$ cat src/rtl/cswg_consts.svh
// Purpose: constants for the card status word generator and its terminal end
// Assumes: one 200 MHz clock, status bytes and file bytes are 8 bits wide
// Notes:   status codes, fill values and field positions live here as macros
`ifndef CSWG_CONSTS_SVH
`define CSWG_CONSTS_SVH

`define CSWG_SW1_OK        8'h90
`define CSWG_SW1_PROACT    8'h91
`define CSWG_SW1_MEM       8'h92
`define CSWG_SW1_BUSY      8'h93
`define CSWG_SW1_REF       8'h94
`define CSWG_SW1_DLERR     8'h9E
`define CSWG_SW1_RSPLEN    8'h9F
`define CSWG_SW1_LEN       8'h67
`define CSWG_SW1_P1P2      8'h6B
`define CSWG_SW1_CLASS     8'h6E
`define CSWG_SW1_TECH      8'h6F
`define CSWG_SW2_NONE      8'h00
`define CSWG_SW2_RANGE     8'h02
`define CSWG_FILL_BYTE     8'hFF
`define CSWG_AREA_DEL_BYTE 8'hFE
`define CSWG_ALPHA_MSB     7
`define CSWG_CLASS_OK      8'hA0
`define CSWG_FIFO_DEPTH    16

`endif

$ cat src/rtl/cswg_pkg.sv
// Purpose: shared types for the card status word generator
// Assumes: included constants header is compiled alongside
// Notes:   command kinds and the status reply record
package cswg_pkg;
    typedef enum logic [4:0] {
        CSWG_CMD_SELECT, CSWG_CMD_STATUS, CSWG_CMD_UPD_BIN, CSWG_CMD_UPD_REC,
        CSWG_CMD_RD_BIN, CSWG_CMD_RD_REC, CSWG_CMD_SEEK1, CSWG_CMD_SEEK2,
        CSWG_CMD_INCREASE, CSWG_CMD_CHV, CSWG_CMD_INVAL, CSWG_CMD_RUN_ALG,
        CSWG_CMD_SLEEP, CSWG_CMD_GET_RSP, CSWG_CMD_TERM_PROF, CSWG_CMD_ENVELOPE,
        CSWG_CMD_FETCH, CSWG_CMD_TERM_RSP
    } cswg_cmd_t;

    typedef struct packed {
        cswg_cmd_t   cmd;
        logic [7:0]  cla;
        logic        p12_bad;
        logic        rec_range;
        logic        len_bad;
        logic [7:0]  exp_len;
        logic        fault;
        logic [7:0]  rsp_len;
        logic        proact;
        logic [7:0]  proact_len;
    } cswg_req_t;

    typedef struct packed {
        logic [7:0] sw1;
        logic [7:0] sw2;
    } cswg_sw_t;
endpackage : cswg_pkg

$ cat src/rtl/cswg_if.sv
// Purpose: link between terminal end and card end
// Assumes: one clock, valid/ready on the command and status channels
// Notes:   card reads file bytes through a simple read port as well
`timescale 1ns/10ps
interface cswg_if (
    input wire logic mclk_i,
    input wire logic rst_i
);
    logic                 cmd_valid;
    logic                 cmd_ready;
    cswg_pkg::cswg_req_t  cmd;
    logic                 term_tk;
    logic                 sw_valid;
    logic                 sw_ready;
    cswg_pkg::cswg_sw_t   sw;

    modport card (input cmd_valid, cmd, term_tk, sw_ready,
                  output cmd_ready, sw_valid, sw);
    modport term (output cmd_valid, cmd, term_tk, sw_ready,
                  input cmd_ready, sw_valid, sw);
endinterface : cswg_if

$ cat src/rtl/cswg_card.sv
// Purpose: card end, picks one status word per command
// Assumes: command fields arrive already decoded by the terminal link
// Notes:   file content rules are applied on the byte write port
`timescale 1ns/10ps
`include "cswg_consts.svh"
module cswg_card #(
    parameter int FILE_BYTES = 64
) (
    input  wire logic       mclk_i,
    input  wire logic       rst_i,
    cswg_if.card            lnk,
    input  wire logic       card_tk_i,
    input  wire logic       wr_en_i,
    input  wire logic       wr_clear_i,
    input  wire logic       wr_alpha_i,
    input  wire logic       wr_area_del_i,
    input  wire logic [5:0] wr_addr_i,
    input  wire logic [7:0] wr_data_i,
    input  wire logic [5:0] rd_addr_i,
    output logic      [7:0] rd_data_o,
    output logic            pend_proact_o
);
    cswg_pkg::cswg_sw_t sw;
    logic               take, fifo_rdy, tk_ok;
    logic               may_rsp, may_proact, err_hit;
    logic [7:0]         rd_data_d;
    logic               defer_q, defer_d;
    logic [7:0]         dlen_q, dlen_d;
    logic [7:0]         file_q [FILE_BYTES];

    assign tk_ok          = card_tk_i && lnk.term_tk;
    assign lnk.cmd_ready  = fifo_rdy;
    assign take           = lnk.cmd_valid && fifo_rdy;
    assign pend_proact_o  = defer_q;
    // any error status ends the command without touching the deferred state
    assign err_hit        = (lnk.cmd.cla != `CSWG_CLASS_OK) || lnk.cmd.len_bad ||
                            lnk.cmd.rec_range || lnk.cmd.p12_bad || lnk.cmd.fault;

    // permitted set per command: may it report a response length (9F) or
    // toolkit work (91); every command may still end with an error status
    always_comb begin
        may_rsp    = 1'b0;
        may_proact = 1'b0;
        case (lnk.cmd.cmd)
            cswg_pkg::CSWG_CMD_SELECT: begin
                may_rsp    = 1'b1;
                may_proact = 1'b1;
            end
            cswg_pkg::CSWG_CMD_STATUS: begin
                may_rsp    = 1'b1;
                may_proact = 1'b1;
            end
            cswg_pkg::CSWG_CMD_UPD_BIN: begin
                may_rsp    = 1'b0;
                may_proact = 1'b1;
            end
            cswg_pkg::CSWG_CMD_UPD_REC: begin
                may_rsp    = 1'b0;
                may_proact = 1'b1;
            end
            cswg_pkg::CSWG_CMD_RD_BIN: begin
                may_rsp    = 1'b0;
                may_proact = 1'b1;
            end
            cswg_pkg::CSWG_CMD_RD_REC: begin
                may_rsp    = 1'b0;
                may_proact = 1'b1;
            end
            cswg_pkg::CSWG_CMD_SEEK1: begin
                may_rsp    = 1'b1;
                may_proact = 1'b1;
            end
            // a type 2 seek never answers 91 itself; the news is held back
            cswg_pkg::CSWG_CMD_SEEK2: begin
                may_rsp    = 1'b1;
                may_proact = 1'b0;
            end
            cswg_pkg::CSWG_CMD_INCREASE: begin
                may_rsp    = 1'b1;
                may_proact = 1'b1;
            end
            cswg_pkg::CSWG_CMD_CHV: begin
                may_rsp    = 1'b0;
                may_proact = 1'b1;
            end
            cswg_pkg::CSWG_CMD_INVAL: begin
                may_rsp    = 1'b0;
                may_proact = 1'b1;
            end
            cswg_pkg::CSWG_CMD_RUN_ALG: begin
                may_rsp    = 1'b1;
                may_proact = 1'b1;
            end
            // sleep never reports data or proactive work
            cswg_pkg::CSWG_CMD_SLEEP: begin
                may_rsp    = 1'b0;
                may_proact = 1'b0;
            end
            cswg_pkg::CSWG_CMD_GET_RSP: begin
                may_rsp    = 1'b0;
                may_proact = 1'b1;
            end
            cswg_pkg::CSWG_CMD_TERM_PROF: begin
                may_rsp    = 1'b0;
                may_proact = 1'b1;
            end
            cswg_pkg::CSWG_CMD_ENVELOPE: begin
                may_rsp    = 1'b1;
                may_proact = 1'b1;
            end
            cswg_pkg::CSWG_CMD_FETCH: begin
                may_rsp    = 1'b0;
                may_proact = 1'b1;
            end
            cswg_pkg::CSWG_CMD_TERM_RSP: begin
                may_rsp    = 1'b0;
                may_proact = 1'b1;
            end
            default: begin
                may_rsp    = 1'b0;
                may_proact = 1'b0;
            end
        endcase
    end

    // status priority: class, length, range, parameters, fault, then success;
    // a deferred 91 outranks fresh toolkit news on the get-response
    always_comb begin
        sw = '{sw1: `CSWG_SW1_OK, sw2: `CSWG_SW2_NONE};
        if (lnk.cmd.cla != `CSWG_CLASS_OK) begin
            sw = '{sw1: `CSWG_SW1_CLASS, sw2: `CSWG_SW2_NONE};
        end else if (lnk.cmd.len_bad) begin
            sw = '{sw1: `CSWG_SW1_LEN, sw2: lnk.cmd.exp_len};
        end else if (lnk.cmd.rec_range) begin
            sw = '{sw1: `CSWG_SW1_REF, sw2: `CSWG_SW2_RANGE};
        end else if (lnk.cmd.p12_bad) begin
            sw = '{sw1: `CSWG_SW1_P1P2, sw2: `CSWG_SW2_NONE};
        end else if (lnk.cmd.fault) begin
            sw = '{sw1: `CSWG_SW1_TECH, sw2: `CSWG_SW2_NONE};
        end else if (lnk.cmd.cmd == cswg_pkg::CSWG_CMD_GET_RSP && defer_q && tk_ok) begin
            sw = '{sw1: `CSWG_SW1_PROACT, sw2: dlen_q};
        end else if (may_proact && lnk.cmd.proact && tk_ok) begin
            sw = '{sw1: `CSWG_SW1_PROACT, sw2: lnk.cmd.proact_len};
        end else if (may_rsp && lnk.cmd.rsp_len != 8'h00) begin
            sw = '{sw1: `CSWG_SW1_RSPLEN, sw2: lnk.cmd.rsp_len};
        end
    end

    // deferred toolkit news: armed by a type 2 seek, spent by the get-response;
    // dropped when either end loses toolkit support so it cannot leak later
    always_comb begin
        defer_d = defer_q;
        dlen_d  = dlen_q;
        if (take && !err_hit) begin
            if (lnk.cmd.cmd == cswg_pkg::CSWG_CMD_SEEK2 && lnk.cmd.proact && tk_ok) begin
                defer_d = 1'b1;
                dlen_d  = lnk.cmd.proact_len;
            end else if (lnk.cmd.cmd == cswg_pkg::CSWG_CMD_GET_RSP && defer_q && tk_ok) begin
                defer_d = 1'b0;
            end
        end
        if (!tk_ok) begin
            defer_d = 1'b0;
        end
    end

    always_ff @(posedge mclk_i or posedge rst_i) begin
        if (rst_i) begin
            defer_q <= 1'b0;
            dlen_q  <= 8'h00;
        end else begin
            defer_q <= defer_d;
            dlen_q  <= dlen_d;
        end
    end

    // full buffer holds off cmd_ready, pushing back on the terminal
    cswg_fifo #(.WIDTH(16), .DEPTH(`CSWG_FIFO_DEPTH)) u_fifo (
        .mclk_i      (mclk_i),
        .rst_i       (rst_i),
        .in_valid_i  (lnk.cmd_valid),
        .in_ready_o  (fifo_rdy),
        .in_data_i   (sw),
        .out_valid_o (lnk.sw_valid),
        .out_ready_i (lnk.sw_ready),
        .out_data_o  (lnk.sw)
    );

    // one flop per file byte with its own next-value logic; every byte starts
    // unassigned, so optional items read as F fill until they are written
    for (genvar g = 0; g < FILE_BYTES; g++) begin : g_byte
        logic [7:0] byte_d;

        // clear beats deletion beats alphabet coding beats a plain write
        always_comb begin
            byte_d = file_q[g];
            if (wr_en_i && wr_addr_i == 6'(g)) begin
                if (wr_clear_i) begin
                    byte_d = `CSWG_FILL_BYTE;
                end else if (wr_area_del_i) begin
                    byte_d = `CSWG_AREA_DEL_BYTE;
                end else if (wr_alpha_i) begin
                    byte_d = {1'b0, wr_data_i[`CSWG_ALPHA_MSB-1:0]};
                end else begin
                    byte_d = wr_data_i;
                end
            end
        end

        always_ff @(posedge mclk_i or posedge rst_i) begin
            if (rst_i) begin
                file_q[g] <= `CSWG_FILL_BYTE;
            end else begin
                file_q[g] <= byte_d;
            end
        end
    end

    // read port: one cycle of latency, so a write shows on the read a cycle later
    assign rd_data_d = file_q[rd_addr_i];

    always_ff @(posedge mclk_i or posedge rst_i) begin
        if (rst_i) begin
            rd_data_o <= `CSWG_FILL_BYTE;
        end else begin
            rd_data_o <= rd_data_d;
        end
    end
endmodule : cswg_card

$ cat src/rtl/cswg_fifo.sv
// Purpose: status word buffer between the decision logic and the link
// Assumes: single clock, first-word-fall-through output
// Notes:   full drops in_ready so the card stops taking commands
`timescale 1ns/10ps
`include "cswg_consts.svh"
module cswg_fifo #(
    parameter int WIDTH = 16,
    parameter int DEPTH = `CSWG_FIFO_DEPTH
) (
    input  wire logic             mclk_i,
    input  wire logic             rst_i,
    input  wire logic             in_valid_i,
    output logic                  in_ready_o,
    input  wire logic [WIDTH-1:0] in_data_i,
    output logic                  out_valid_o,
    input  wire logic             out_ready_i,
    output logic      [WIDTH-1:0] out_data_o
);
    localparam int AW = $clog2(DEPTH);
    logic [WIDTH-1:0] mem_q [DEPTH];
    logic [AW-1:0]    wr_q, wr_d, rd_q, rd_d;
    logic [AW:0]      cnt_q, cnt_d;
    logic             push, pop;

    // pointer and occupancy next state
    always_comb begin
        push = in_valid_i && in_ready_o;
        pop  = out_valid_o && out_ready_i;
        wr_d = push ? AW'(wr_q + 1'b1) : wr_q;
        rd_d = pop ? AW'(rd_q + 1'b1) : rd_q;
        cnt_d = (AW+1)'(cnt_q + push - pop);
    end

    assign in_ready_o  = cnt_q != (AW+1)'(DEPTH);
    assign out_valid_o = cnt_q != '0;
    assign out_data_o  = mem_q[rd_q];

    // storage has no reset; only pointers and the count need a defined value
    always_ff @(posedge mclk_i) begin
        if (push) begin
            mem_q[wr_q] <= in_data_i;
        end
    end

    always_ff @(posedge mclk_i or posedge rst_i) begin
        if (rst_i) begin
            wr_q  <= '0;
            rd_q  <= '0;
            cnt_q <= '0;
        end else begin
            wr_q  <= wr_d;
            rd_q  <= rd_d;
            cnt_q <= cnt_d;
        end
    end
endmodule : cswg_fifo

$ cat src/flat_wrapper.sv
// flat-port wrapper written by rule: the top's interface ports become plain ports
module cswg_card_flat 
#(
    parameter int FILE_BYTES = 64
)
  (mclk_i, rst_i, card_tk_i, wr_en_i, wr_clear_i, wr_alpha_i, wr_area_del_i, wr_addr_i, wr_data_i, rd_addr_i, rd_data_o, pend_proact_o, lnk_cmd_valid, lnk_cmd, lnk_term_tk, lnk_sw_ready, lnk_cmd_ready, lnk_sw_valid, lnk_sw);
  cswg_if lnk_i (.mclk_i(mclk_i), .rst_i(rst_i));
  input  wire logic mclk_i;
  input  wire logic rst_i;
  input  wire logic card_tk_i;
  input  wire logic wr_en_i;
  input  wire logic wr_clear_i;
  input  wire logic wr_alpha_i;
  input  wire logic wr_area_del_i;
  input  wire logic [5:0] wr_addr_i;
  input  wire logic [7:0] wr_data_i;
  input  wire logic [5:0] rd_addr_i;
  output logic      [7:0] rd_data_o;
  output logic pend_proact_o;
  input wire logic [$bits(lnk_i.cmd_valid)-1:0] lnk_cmd_valid;
  input wire logic [$bits(lnk_i.cmd)-1:0] lnk_cmd;
  input wire logic [$bits(lnk_i.term_tk)-1:0] lnk_term_tk;
  input wire logic [$bits(lnk_i.sw_ready)-1:0] lnk_sw_ready;
  output wire logic [$bits(lnk_i.cmd_ready)-1:0] lnk_cmd_ready;
  output wire logic [$bits(lnk_i.sw_valid)-1:0] lnk_sw_valid;
  output wire logic [$bits(lnk_i.sw)-1:0] lnk_sw;
  assign lnk_i.cmd_valid = lnk_cmd_valid;
  assign lnk_i.cmd = lnk_cmd;
  assign lnk_i.term_tk = lnk_term_tk;
  assign lnk_i.sw_ready = lnk_sw_ready;
  assign lnk_cmd_ready = lnk_i.cmd_ready;
  assign lnk_sw_valid = lnk_i.sw_valid;
  assign lnk_sw = lnk_i.sw;
  cswg_card #(.FILE_BYTES(FILE_BYTES)) u_core (.mclk_i(mclk_i), .rst_i(rst_i), .lnk(lnk_i), .card_tk_i(card_tk_i), .wr_en_i(wr_en_i), .wr_clear_i(wr_clear_i), .wr_alpha_i(wr_alpha_i), .wr_area_del_i(wr_area_del_i), .wr_addr_i(wr_addr_i), .wr_data_i(wr_data_i), .rd_addr_i(rd_addr_i), .rd_data_o(rd_data_o), .pend_proact_o(pend_proact_o));
endmodule
$ cat config.mk
export PLATFORM = sky130hd
export DESIGN_NAME = cswg_card_flat
export DESIGN_NICKNAME = d
export VERILOG_FILES = /design/src/rtl/cswg_pkg.sv /design/src/rtl/cswg_if.sv /design/src/rtl/cswg_card.sv /design/src/rtl/cswg_fifo.sv /design/src/flat_wrapper.sv
export VERILOG_INCLUDE_DIRS = /design/src /design/src/rtl
export SDC_FILE = /design/constraint.sdc
export NUM_CORES = 1
export LEC_CHECK = 0
export BUFFER_PORTS_ARGS = -buffer_cell sky130_fd_sc_hd__buf_2
export CAP_MARGIN = 15
export CORE_MARGIN = 10
export CORE_UTILIZATION = 40
export CTS_CLUSTER_DIAMETER = 150
export DETAILED_ROUTE_END_ITERATION = 6
export PLACE_DENSITY_LB_ADDON = 0.1
export SYNTH_ARGS = -nofsm -noshare
export SYNTH_HDL_FRONTEND = slang
export SYNTH_HIERARCHICAL = 1
export SYNTH_SLANG_ARGS = --single-unit
$ cat constraint.sdc
create_clock -name mclk_i -period 19.4 [get_ports mclk_i]
set_clock_uncertainty 0.1 [all_clocks]
set_input_delay 0.97 -clock mclk_i [delete_from_list [all_inputs] [get_ports mclk_i]]
set_output_delay 0.97 -clock mclk_i [all_outputs]
set_load 0.005 [all_outputs]
==> results of run 1 <==
power by group through the flow:
stage / sequential [uW] / clock (uW) / combinational (uW)
global placement: 2320 / 0 / 936
global route: 2340 / 1800 / 1040
floorplan: 2250 / 0 / 700
CTS: 2310 / 1730 / 956
finish: 2310 / 1680 / 939
detailed placement: 2330 / 0 / 954
cells in the mapped netlist (all sizes together), types with 2 or more instances:
cell type	count
a211o	3
a211oi	12
a21o	2
a21oi	170
a221oi	32
a22o	7
a22oi	16
a31o	5
a41oi	2
and2	14
and3b	2
buf	50
clkbuf	145
dfrtp	22
dfstp	520
edfxtp	256
ha	15
inv	25
mux2	15
mux2i	84
mux4	160
nand2	430
nand2b	8
nand3	12
nand3b	7
nand4	3
nand4bb	2
nor2	202
nor2b	12
nor3	23
nor3b	4
nor4	14
o21ai	376
o22ai	43
or2	12
or3	3
or3b	3
or4	2
xnor2	7
xor2	3
cell families after synthesis:
| group | share of synthesized area [%] |
|---|---|
| xor+xnor | 0.253 |
| compound gates | 10.7 |
| fa+ha+maj | 0.599 |
| flops | 63.2 |
| mux | 13.3 |
| buf+inv | 2.72 |
| simple gates | 9.21 |
stage by stage:
step                util (%)  std cells  cell area (sq um)
detailed placement      42.4       3834              36300
global placement        42.4       3833              36300
CTS                     45.9       3997              39200
global route            46.0       4008              39400
floorplan                  -       2733              34600
finish                  46.0       4008              39400
path summary, 6_finish.rpt:
check	to	from	cells past startpoint	slack [ps]
max in group asynchronous	u_core/file_q[510]	rst_i	4	16430
hold / removal	u_core/u_fifo/cnt_q[2]	rst_i	2	310
setup reg to reg	u_core/u_fifo/cnt_q[4]	u_core/u_fifo/cnt_q[2]	14	15850
hold reg to reg	u_core/file_q[468]	u_core/file_q[468]	2	380
min in group mclk_i	u_core/file_q[468]	u_core/file_q[468]	2	380
setup / recovery	lnk_sw[10]	u_core/u_fifo/rd_q[0]	5	14600
flip-flops by register name, summed over array words and instances, names as in the netlist:
name,count
u_core/file_q,512
u_core/u_fifo/mem_q,256
u_core/dlen_q,8
u_core/rd_data_o,8
u_core/u_fifo/cnt_q,5
u_core/u_fifo/rd_q,4
u_core/u_fifo/wr_q,4
u_core/pend_proact_o,1
routing by layer:
metal  global-route usage [%]  up-vias
li1                         -    10000
met1                     25.5    11300
met2                     31.8      494
met3                     3.12      151
met4                     5.84        6
met5                        0        -
critical path, cell delays in order (launching register included):
cell and delay (ps):
dfrtp_4 1020, buf_4 870, mux4_2 600, a22oi_1 200
nand2_1 130, buf_2 150
layout make-up:
cell class / count / area (sq um) / share of cell area [%]
tap: 1144 / 1430 / 3.64
clock buffer: 124 / 2480 / 6.30
multi-input combinational: 1715 / 11900 / 30.3
sequential: 798 / 21900 / 55.7
clock inverter: 39 / 497 / 1.26
antenna: 1 / 2.50 / 0.00636
inverter: 25 / 101 / 0.258
timing repair buffer: 162 / 1020 / 2.60
==> results.cfg, run 1 <==
[status]
status = finished clean

[pwr]
p_clk_share_pct = 34.2
power_frac_comb_pct = 19.0
p_leak_uw = 0.0147
p_seq_share_pct = 46.8
ir_drop_uv = 79.8
power_density_nw_per_um2 = 125
p_total_uw = 4930
p_int_uw = 3540
swShare_pct = 28.1
switching_power_uw = 1390

[synth]
yosys.area.top_type = dfstp_2
netlist_instances = 2733
synth_warnings = 6
synth-edff-count = 256
synth_cell_types = 62
synth.ff_latch_count = 798
postSynthAreaPerCell_sq_um = 12.7
ys.flop_type = dfstp_2
ys_seq_area_share_pct = 63.2
synthesis.area_sq_um = 34600
synth_fp_nets = 2821
synthArstFlopShare_pct = 67.9
ys_top_cells_by_area = dfstp_2 39%, edfxtp_1 22%, mux4_2 10%, o21ai_0 5.4%, nand2_1 4.7%
synth_top_area_share_pct = 39.4

[cells_and_area]
syn_to_final_growth_pct = 13.6
final_cell_mix = 520 x dfstp_2, 430 x nand2_1, 373 x o21ai_0
drive_above_1_share_pct = 36.3
nFillCells = 7686
final_common_cell = dfstp_2
nNetsFinal = 2878

[timing]
tightest_slew_ps = 1160
worst_slack_ps = 14600
finalSetupViolations = 0
rsz0062_at_grt = no
finalSetupTns_ps = 0
min_period_ps = 4800
holdWs_ps = 313
fmax_mhz = 208
finalHoldViolCount = 0
finalCritPeriodShare_pct = 24.8
relSlewSlack_pct = 22.1
slew_violations = 0

[global_route]
grt_antenna_before_repair = 7
grt_first_pass_wirelength_mm = 145
grt.total_usage_pct = 19.1
gr-total-overflow = 0
grt_max_degree = 184
grt_pass1_vias = 22400

[critical_path]
endpoint_kind = output port
worstPathRequired_ps = 18330
crit_arrival_ps = 3730
criticalPathCategory = reg2out
crit_path_start_kind = flop
cp_max_fo = 50

[die]
fp.dieH_um = 314
initial_core_util_pct = 40.5
die_w_um = 314
dieArea_sq_um = 98800
rows = 107
coreArea_sq_um = 85500
pin_count = 99

[placement]
io_buffer_count = 98
gp_congestion = 0.837
dp_hpwl_mm = 59.6
pre_cts_ws_ps = 14840

[detailed_routing]
drt-initial-drc-count = 1528
first_pass_iters = 6
drc = 0
wirelength_mm = 95.0
vias = 22000
highest_layer = met5
dr_wl_met3_mm = 4.30
via_per_inst = 5.48
drt-met1-wl_mm = 41.4
dr_wl_met2_mm = 46.7
final_antenna_net_count = 0
wire_per_inst_um = 23.7

[clock_tree]
clockRootBuffer = clkbuf_16
insertion_delay_ps = 660
cts.sinks = 798
post_cts_buffers = 0
htree_levels = 3
cts_buffers = 88
clock_path_buffers = 3
cts_hold_buf = 0
cts_resized = 0
clkTransAtPathRegs_ps = 60
cts_tree = done

[flow_run]
maxCapViolCount = 0

[worst_hold_path]
hold_path_class = in2async
No activity file was read; power rests on OpenSTA's default activity.
==> run 2: changes to the inputs <==
==> constraint.sdc (replaced) <==
create_clock -name mclk_i -period 4.9 [get_ports mclk_i]
set_clock_uncertainty 0.1 [all_clocks]
set_input_delay 0.245 -clock mclk_i [delete_from_list [all_inputs] [get_ports mclk_i]]
set_output_delay 0.245 -clock mclk_i [all_outputs]
set_load 0.005 [all_outputs]
==> run 2 against run 1 <==
- combinational power increased to 4.1 times the previous value
- routed wire length increased by 0.19%
- highest routed layer unchanged
- via count about the same
==> results.cfg, run 2 (same netlist as run 1, synthesis figures left out) <==
[status]
status = finished clean

[worst_hold_path]
hp-start = rd_addr_i[3]
hold_path_class = in2reg

[die]
fp.dieH_um = 314
dieArea_sq_um = 98800
pin_count = 99
coreArea_sq_um = 85500
die_w_um = 314
rows = 107
initial_core_util_pct = 40.5

[placement]
io_buffer_count = 98
dp_hpwl_mm = 62.8
placed_area_sq_um = 36300
gp_congestion = 0.841
pre_cts_ws_ps = 1680

[critical_path]
worstSetupStartpoint = u_core/u_fifo/rd_q[0]
criticalPathCategory = reg2out
crit_arrival_ps = 3130
cp_max_fo = 40
rrSetupSlack_ps = 1730
crit_path_start_kind = flop
worstPathRequired_ps = 4550
endpoint_kind = output port
rr_startpoint = u_core/u_fifo/cnt_q[3]

[detailed_routing]
wirelength_mm = 95.2
vias = 22000
wire_per_inst_um = 23.6
first_pass_iters = 6
via_per_inst = 5.46
drc = 0
final_antenna_net_count = 0
drt-initial-drc-count = 1563

[global_route]
grt_first_pass_wirelength_mm = 146
grt.total_usage_pct = 19.3
grt_max_degree = 157
grt_pass1_vias = 22700
gr-total-overflow = 0
grt_antenna_before_repair = 3

[cells_and_area]
final_common_cell = dfstp_2
final_cell_mix = 520 x dfstp_2, 430 x nand2_1, 373 x o21ai_0
largest_reg_flops = 512
drive_above_1_share_pct = 36.2
largestRegisters = u_core/file_q: 512 flops, u_core/u_fifo/mem_q: 256 flops
design_area_sq_um = 39400
nNetsFinal = 2896
top_register = u_core/file_q
nFillCells = 7618
syn_to_final_growth_pct = 13.8

[clock_tree]
clock_path_buffers = 3
insertion_delay_ps = 650
cts_buffers = 88
clockRootBuffer = clkbuf_16
post_cts_buffers = 0
cts.sinks = 798
htree_levels = 3
cts_tree = done
clkTransAtPathRegs_ps = 60

[timing]
rsz0062_at_grt = no
finalSetupViolations = 0
slew_violations = 0
finalCritPeriodShare_pct = 71.0
relSlewSlack_pct = 21.1
min_period_ps = 3480
worst_slack_ps = 1420
tightest_slew_ps = 1170
finalHoldViolCount = 0
fmax_mhz = 288

[flow_run]
maxCapViolCount = 0

[pwr]
power_density_nw_per_um2 = 494
p_leak_uw = 0.0148
ir_drop_uv = 313
[run 2: layout make-up]
cell class | instances | area, sq um | area share, %
Inverter | 25 | 97.6 | 0.247
Multi-Input combinational cell | 1715 | 11900 | 30.2
Timing Repair Buffer | 180 | 1210 | 3.08
Tap cell | 1144 | 1430 | 3.63
Antenna cell | 1 | 2.50 | 0.00634
Sequential cell | 798 | 21900 | 55.5
Clock inverter | 39 | 425 | 1.08
Clock buffer | 124 | 2460 | 6.23
[run 2: final timing paths]
check,cells past startpoint,end
max,6,lnk_sw[11]
min,3,u_core/rd_data_o[4]
max reg2reg,14,u_core/u_fifo/cnt_q[4]
min reg2reg,2,u_core/file_q[26]
max in group asynchronous,5,u_core/file_q[424]
min in group asynchronous,3,u_core/u_fifo/cnt_q[3]
[run 2: what timing repair did]
item                      in CTS  in global routing
hold buffers                  15                  0
gates resized for setup        0                  0
hold endpoints to repair      41                  0
[run 2: metrics by stage]
step	total power, uW	instances	util, %	hold slack [ps]	setup TNS, ps
floorplan	11700	2733	-	22.0	-187790
global placement	13000	3838	42.5	306	0
detailed placement	13100	3838	42.5	323	0
CTS	19700	4016	46.0	6.14	0
global route	20500	4025	46.1	25.7	0
finish	19500	4026	46.1	30.8	0
[run 2: critical path: stages (launching register included)]
cell      delay (ps)
dfrtp_4          920
buf_4            420
mux2i_1          130
a221oi_1         550
a22oi_1          130
nand2_1          160
buf_2            140
[run 2: power by group]
part           total [uW]  switching (uW)  internal (uW)  leakage [uW]
Combinational        3810            2140           1660       0.00523
Sequential           9150             653           8500       0.00813
Clock                6530            2740           3790       0.00141
[run 2: layer usage]
metal / share of wire [%] / vias up / wire (um) / GRT usage (%)
met3: 4.6 / 147 / 4350 / 3.04
met1: 45 / 11300 / 43000 / 26.7
met5: 0.040 / - / 38 / 0
met2: 47 / 499 / 45200 / 31.0
li1: - / 10100 / - / -
met4: 2.7 / 6 / 2590 / 5.98
==> run 3: changes to the inputs <==
==> constraint.sdc (replaced) <==
create_clock -name mclk_i -period 2.8 [get_ports mclk_i]
set_clock_uncertainty 0.1 [all_clocks]
set_input_delay 0.14 -clock mclk_i [delete_from_list [all_inputs] [get_ports mclk_i]]
set_output_delay 0.14 -clock mclk_i [all_outputs]
set_load 0.005 [all_outputs]
==> run 3 against run 2 <==
- clock power grew 78%
- sequential share of layout area shrank 2.1 points
- sequential cell count is the same
- first-iteration DRC count shrank 7.7%
- routed wire length shrank 0.46%
- cell count grew 3.3%
- via count grew 0.94%
- largest cell class unchanged
- setup slack lost 1300 ps
- register-to-register slack lost 1600 ps
- sequential power grew 73%
==> results.cfg, run 3 (same netlist as run 1, synthesis figures left out) <==
[critical_path]
worstSetupStartpoint = u_core/u_fifo/rd_q[0]
crit_path_start_kind = flop
cp_max_fo = 13
r2r_cells = 13
crit_arrival_ps = 2480
endpoint_kind = output port
critical_path.endpoint = lnk_sw[3]
rr_startpoint = u_core/u_fifo/cnt_q[3]
r2r_end = u_core/u_fifo/cnt_q[4]
criticalPathCategory = reg2out
worstPathRequired_ps = 2560
slowest_delay_ps = 530
crit_slowest_cell = dfrtp_4
rrSetupSlack_ps = 110
worstPathCellList = buf_12 -> mux4_2 -> a22oi_1 -> nand2_2 -> buf_2

[flow_run]
maxCapViolCount = 0

[cells_and_area]
drive_above_1_share_pct = 39.4
final_common_cell = dfstp_2
multiInputGateArea_sq_um = 12100
syn_to_final_growth_pct = 18.3
final_cell_mix = 520 x dfstp_2, 429 x nand2_1, 372 x o21ai_0
nFillCells = 7559
largest_reg_flops = 512
top_register = u_core/file_q
seq_area_sq_um = 21900
nNetsFinal = 3031
largestRegisters = u_core/file_q: 512 flops, u_core/u_fifo/mem_q: 256 flops

[timing]
finalCritPeriodShare_pct = 97.0
finalSetupViolations = 0
relSlewSlack_pct = 36.6
finalHoldViolCount = 0
fmax_mhz = 368
slew_violations = 0
worst_slack_ps = 84.2
rsz0062_at_grt = yes
tightest_slew_ps = 950
finalSetupTns_ps = 0
min_period_ps = 2720

[clock_tree]
clock_path_buffers = 3
cts_buffers = 87
clockRootBuffer = clkbuf_16
htree_levels = 3
cts.sinks = 798
insertion_delay_ps = 650
clkTransAtPathRegs_ps = 60
cts_tree = done

[global_route]
grt_first_pass_wirelength_mm = 145
grt_pass1_vias = 22900
gr-total-overflow = 0
grt_antenna_before_repair = 5
grt_max_degree = 115
grt.total_usage_pct = 19.3

[placement]
gp_congestion = 0.812
io_buffer_count = 98
dp_hpwl_mm = 62.4
pre_cts_ws_ps = -43.2

[die]
pin_count = 99
die_w_um = 314
fp.dieH_um = 314
initial_core_util_pct = 40.5
coreArea_sq_um = 85500
rows = 107
dieArea_sq_um = 98800

[detailed_routing]
final_antenna_net_count = 0
vias = 22200
wire_per_inst_um = 22.8
first_pass_iters = 5
drc = 0
wirelength_mm = 94.8
via_per_inst = 5.34
drt-initial-drc-count = 1442

[pwr]
power_density_nw_per_um2 = 854
ir_drop_uv = 603
p_total_uw = 35000
p_leak_uw = 0.0156

[worst_hold_path]
hold_path_class = in2reg

[status]
status = finished clean
run 3: where the power goes:
group / switching, uW / internal, uW / leakage (uW)
Clock: 4820 / 6740 / 0.00140
Sequential: 971 / 14900 / 0.00813
Combinational: 4170 / 3430 / 0.00604
Total: 9960 / 25000 / 0.0156
run 3: layout make-up:
class                   count  area share (%)
diodes                      2          0.0122
multi-input cells        1715            29.5
flip-flops and latches    798            53.4
inverters                  25           0.247
clock inverters            51            1.35
well taps                1144            3.49
clock buffers             109            5.73
repair buffers            316            6.27
run 3: what timing repair did:
item,in CTS,in global routing
endpoints found under the setup margin,14,15
gates cloned,1,1
pin swaps,0,7
gates resized for setup,7,29
setup buffers,0,6
hold buffers,40,0
endpoints found under the hold margin,255,0
run 3: how the worst min path moves through the flow:
| stage | startpoint | slack, ps | end | cells past startpoint |
|---|---|---|---|---|
| 3_3_place_gp | rst_i | 200 | u_core/u_fifo/cnt_q[3] | 2 |
| 5_1_grt | lnk_cmd[27] | 40 | u_core/u_fifo/mem_q[5][9] | 3 |
| 3_5_place_dp | rst_i | 200 | u_core/u_fifo/cnt_q[4] | 2 |
| 2_1_floorplan | rst_i | -80 | u_core/u_fifo/cnt_q[0] | 1 |
| 6_report | lnk_cmd[27] | 60 | u_core/u_fifo/mem_q[4][9] | 3 |
| 4_1_cts | lnk_cmd[27] | 20 | u_core/u_fifo/mem_q[4][9] | 3 |
run 3: per-stage QoR:
step / hold WS, ps / instance area, sq um / util [%] / cells
final: 58.7 / 41000 / 47.9 / 4160
after global routing: 42.2 / 41000 / 47.9 / 4159
after CTS: 19.7 / 40800 / 47.7 / 4151
after detailed placement: 203 / 37400 / 43.7 / 3950
after global placement: 200 / 37400 / 43.7 / 3950
after floorplan: -83.0 / 34700 / - / 2733
run 3: per-layer routing:
metal	global-route usage [%]	routed length (um)	up-vias
met3	2.93	3530	163
met5	0	34	-
met1	24.4	40100	11300
met4	5.88	2860	6
li1	-	-	10300
met2	33.7	48200	428
run 3: critical path, delay by kind of cell, from the launching register on:
kind	cells	cell delay [ps]
buffers and inverters	2	370
muxes	1	510
and+or+nand+nor	1	180
DFF	1	530
AOI/OAI and AO/OA	1	240
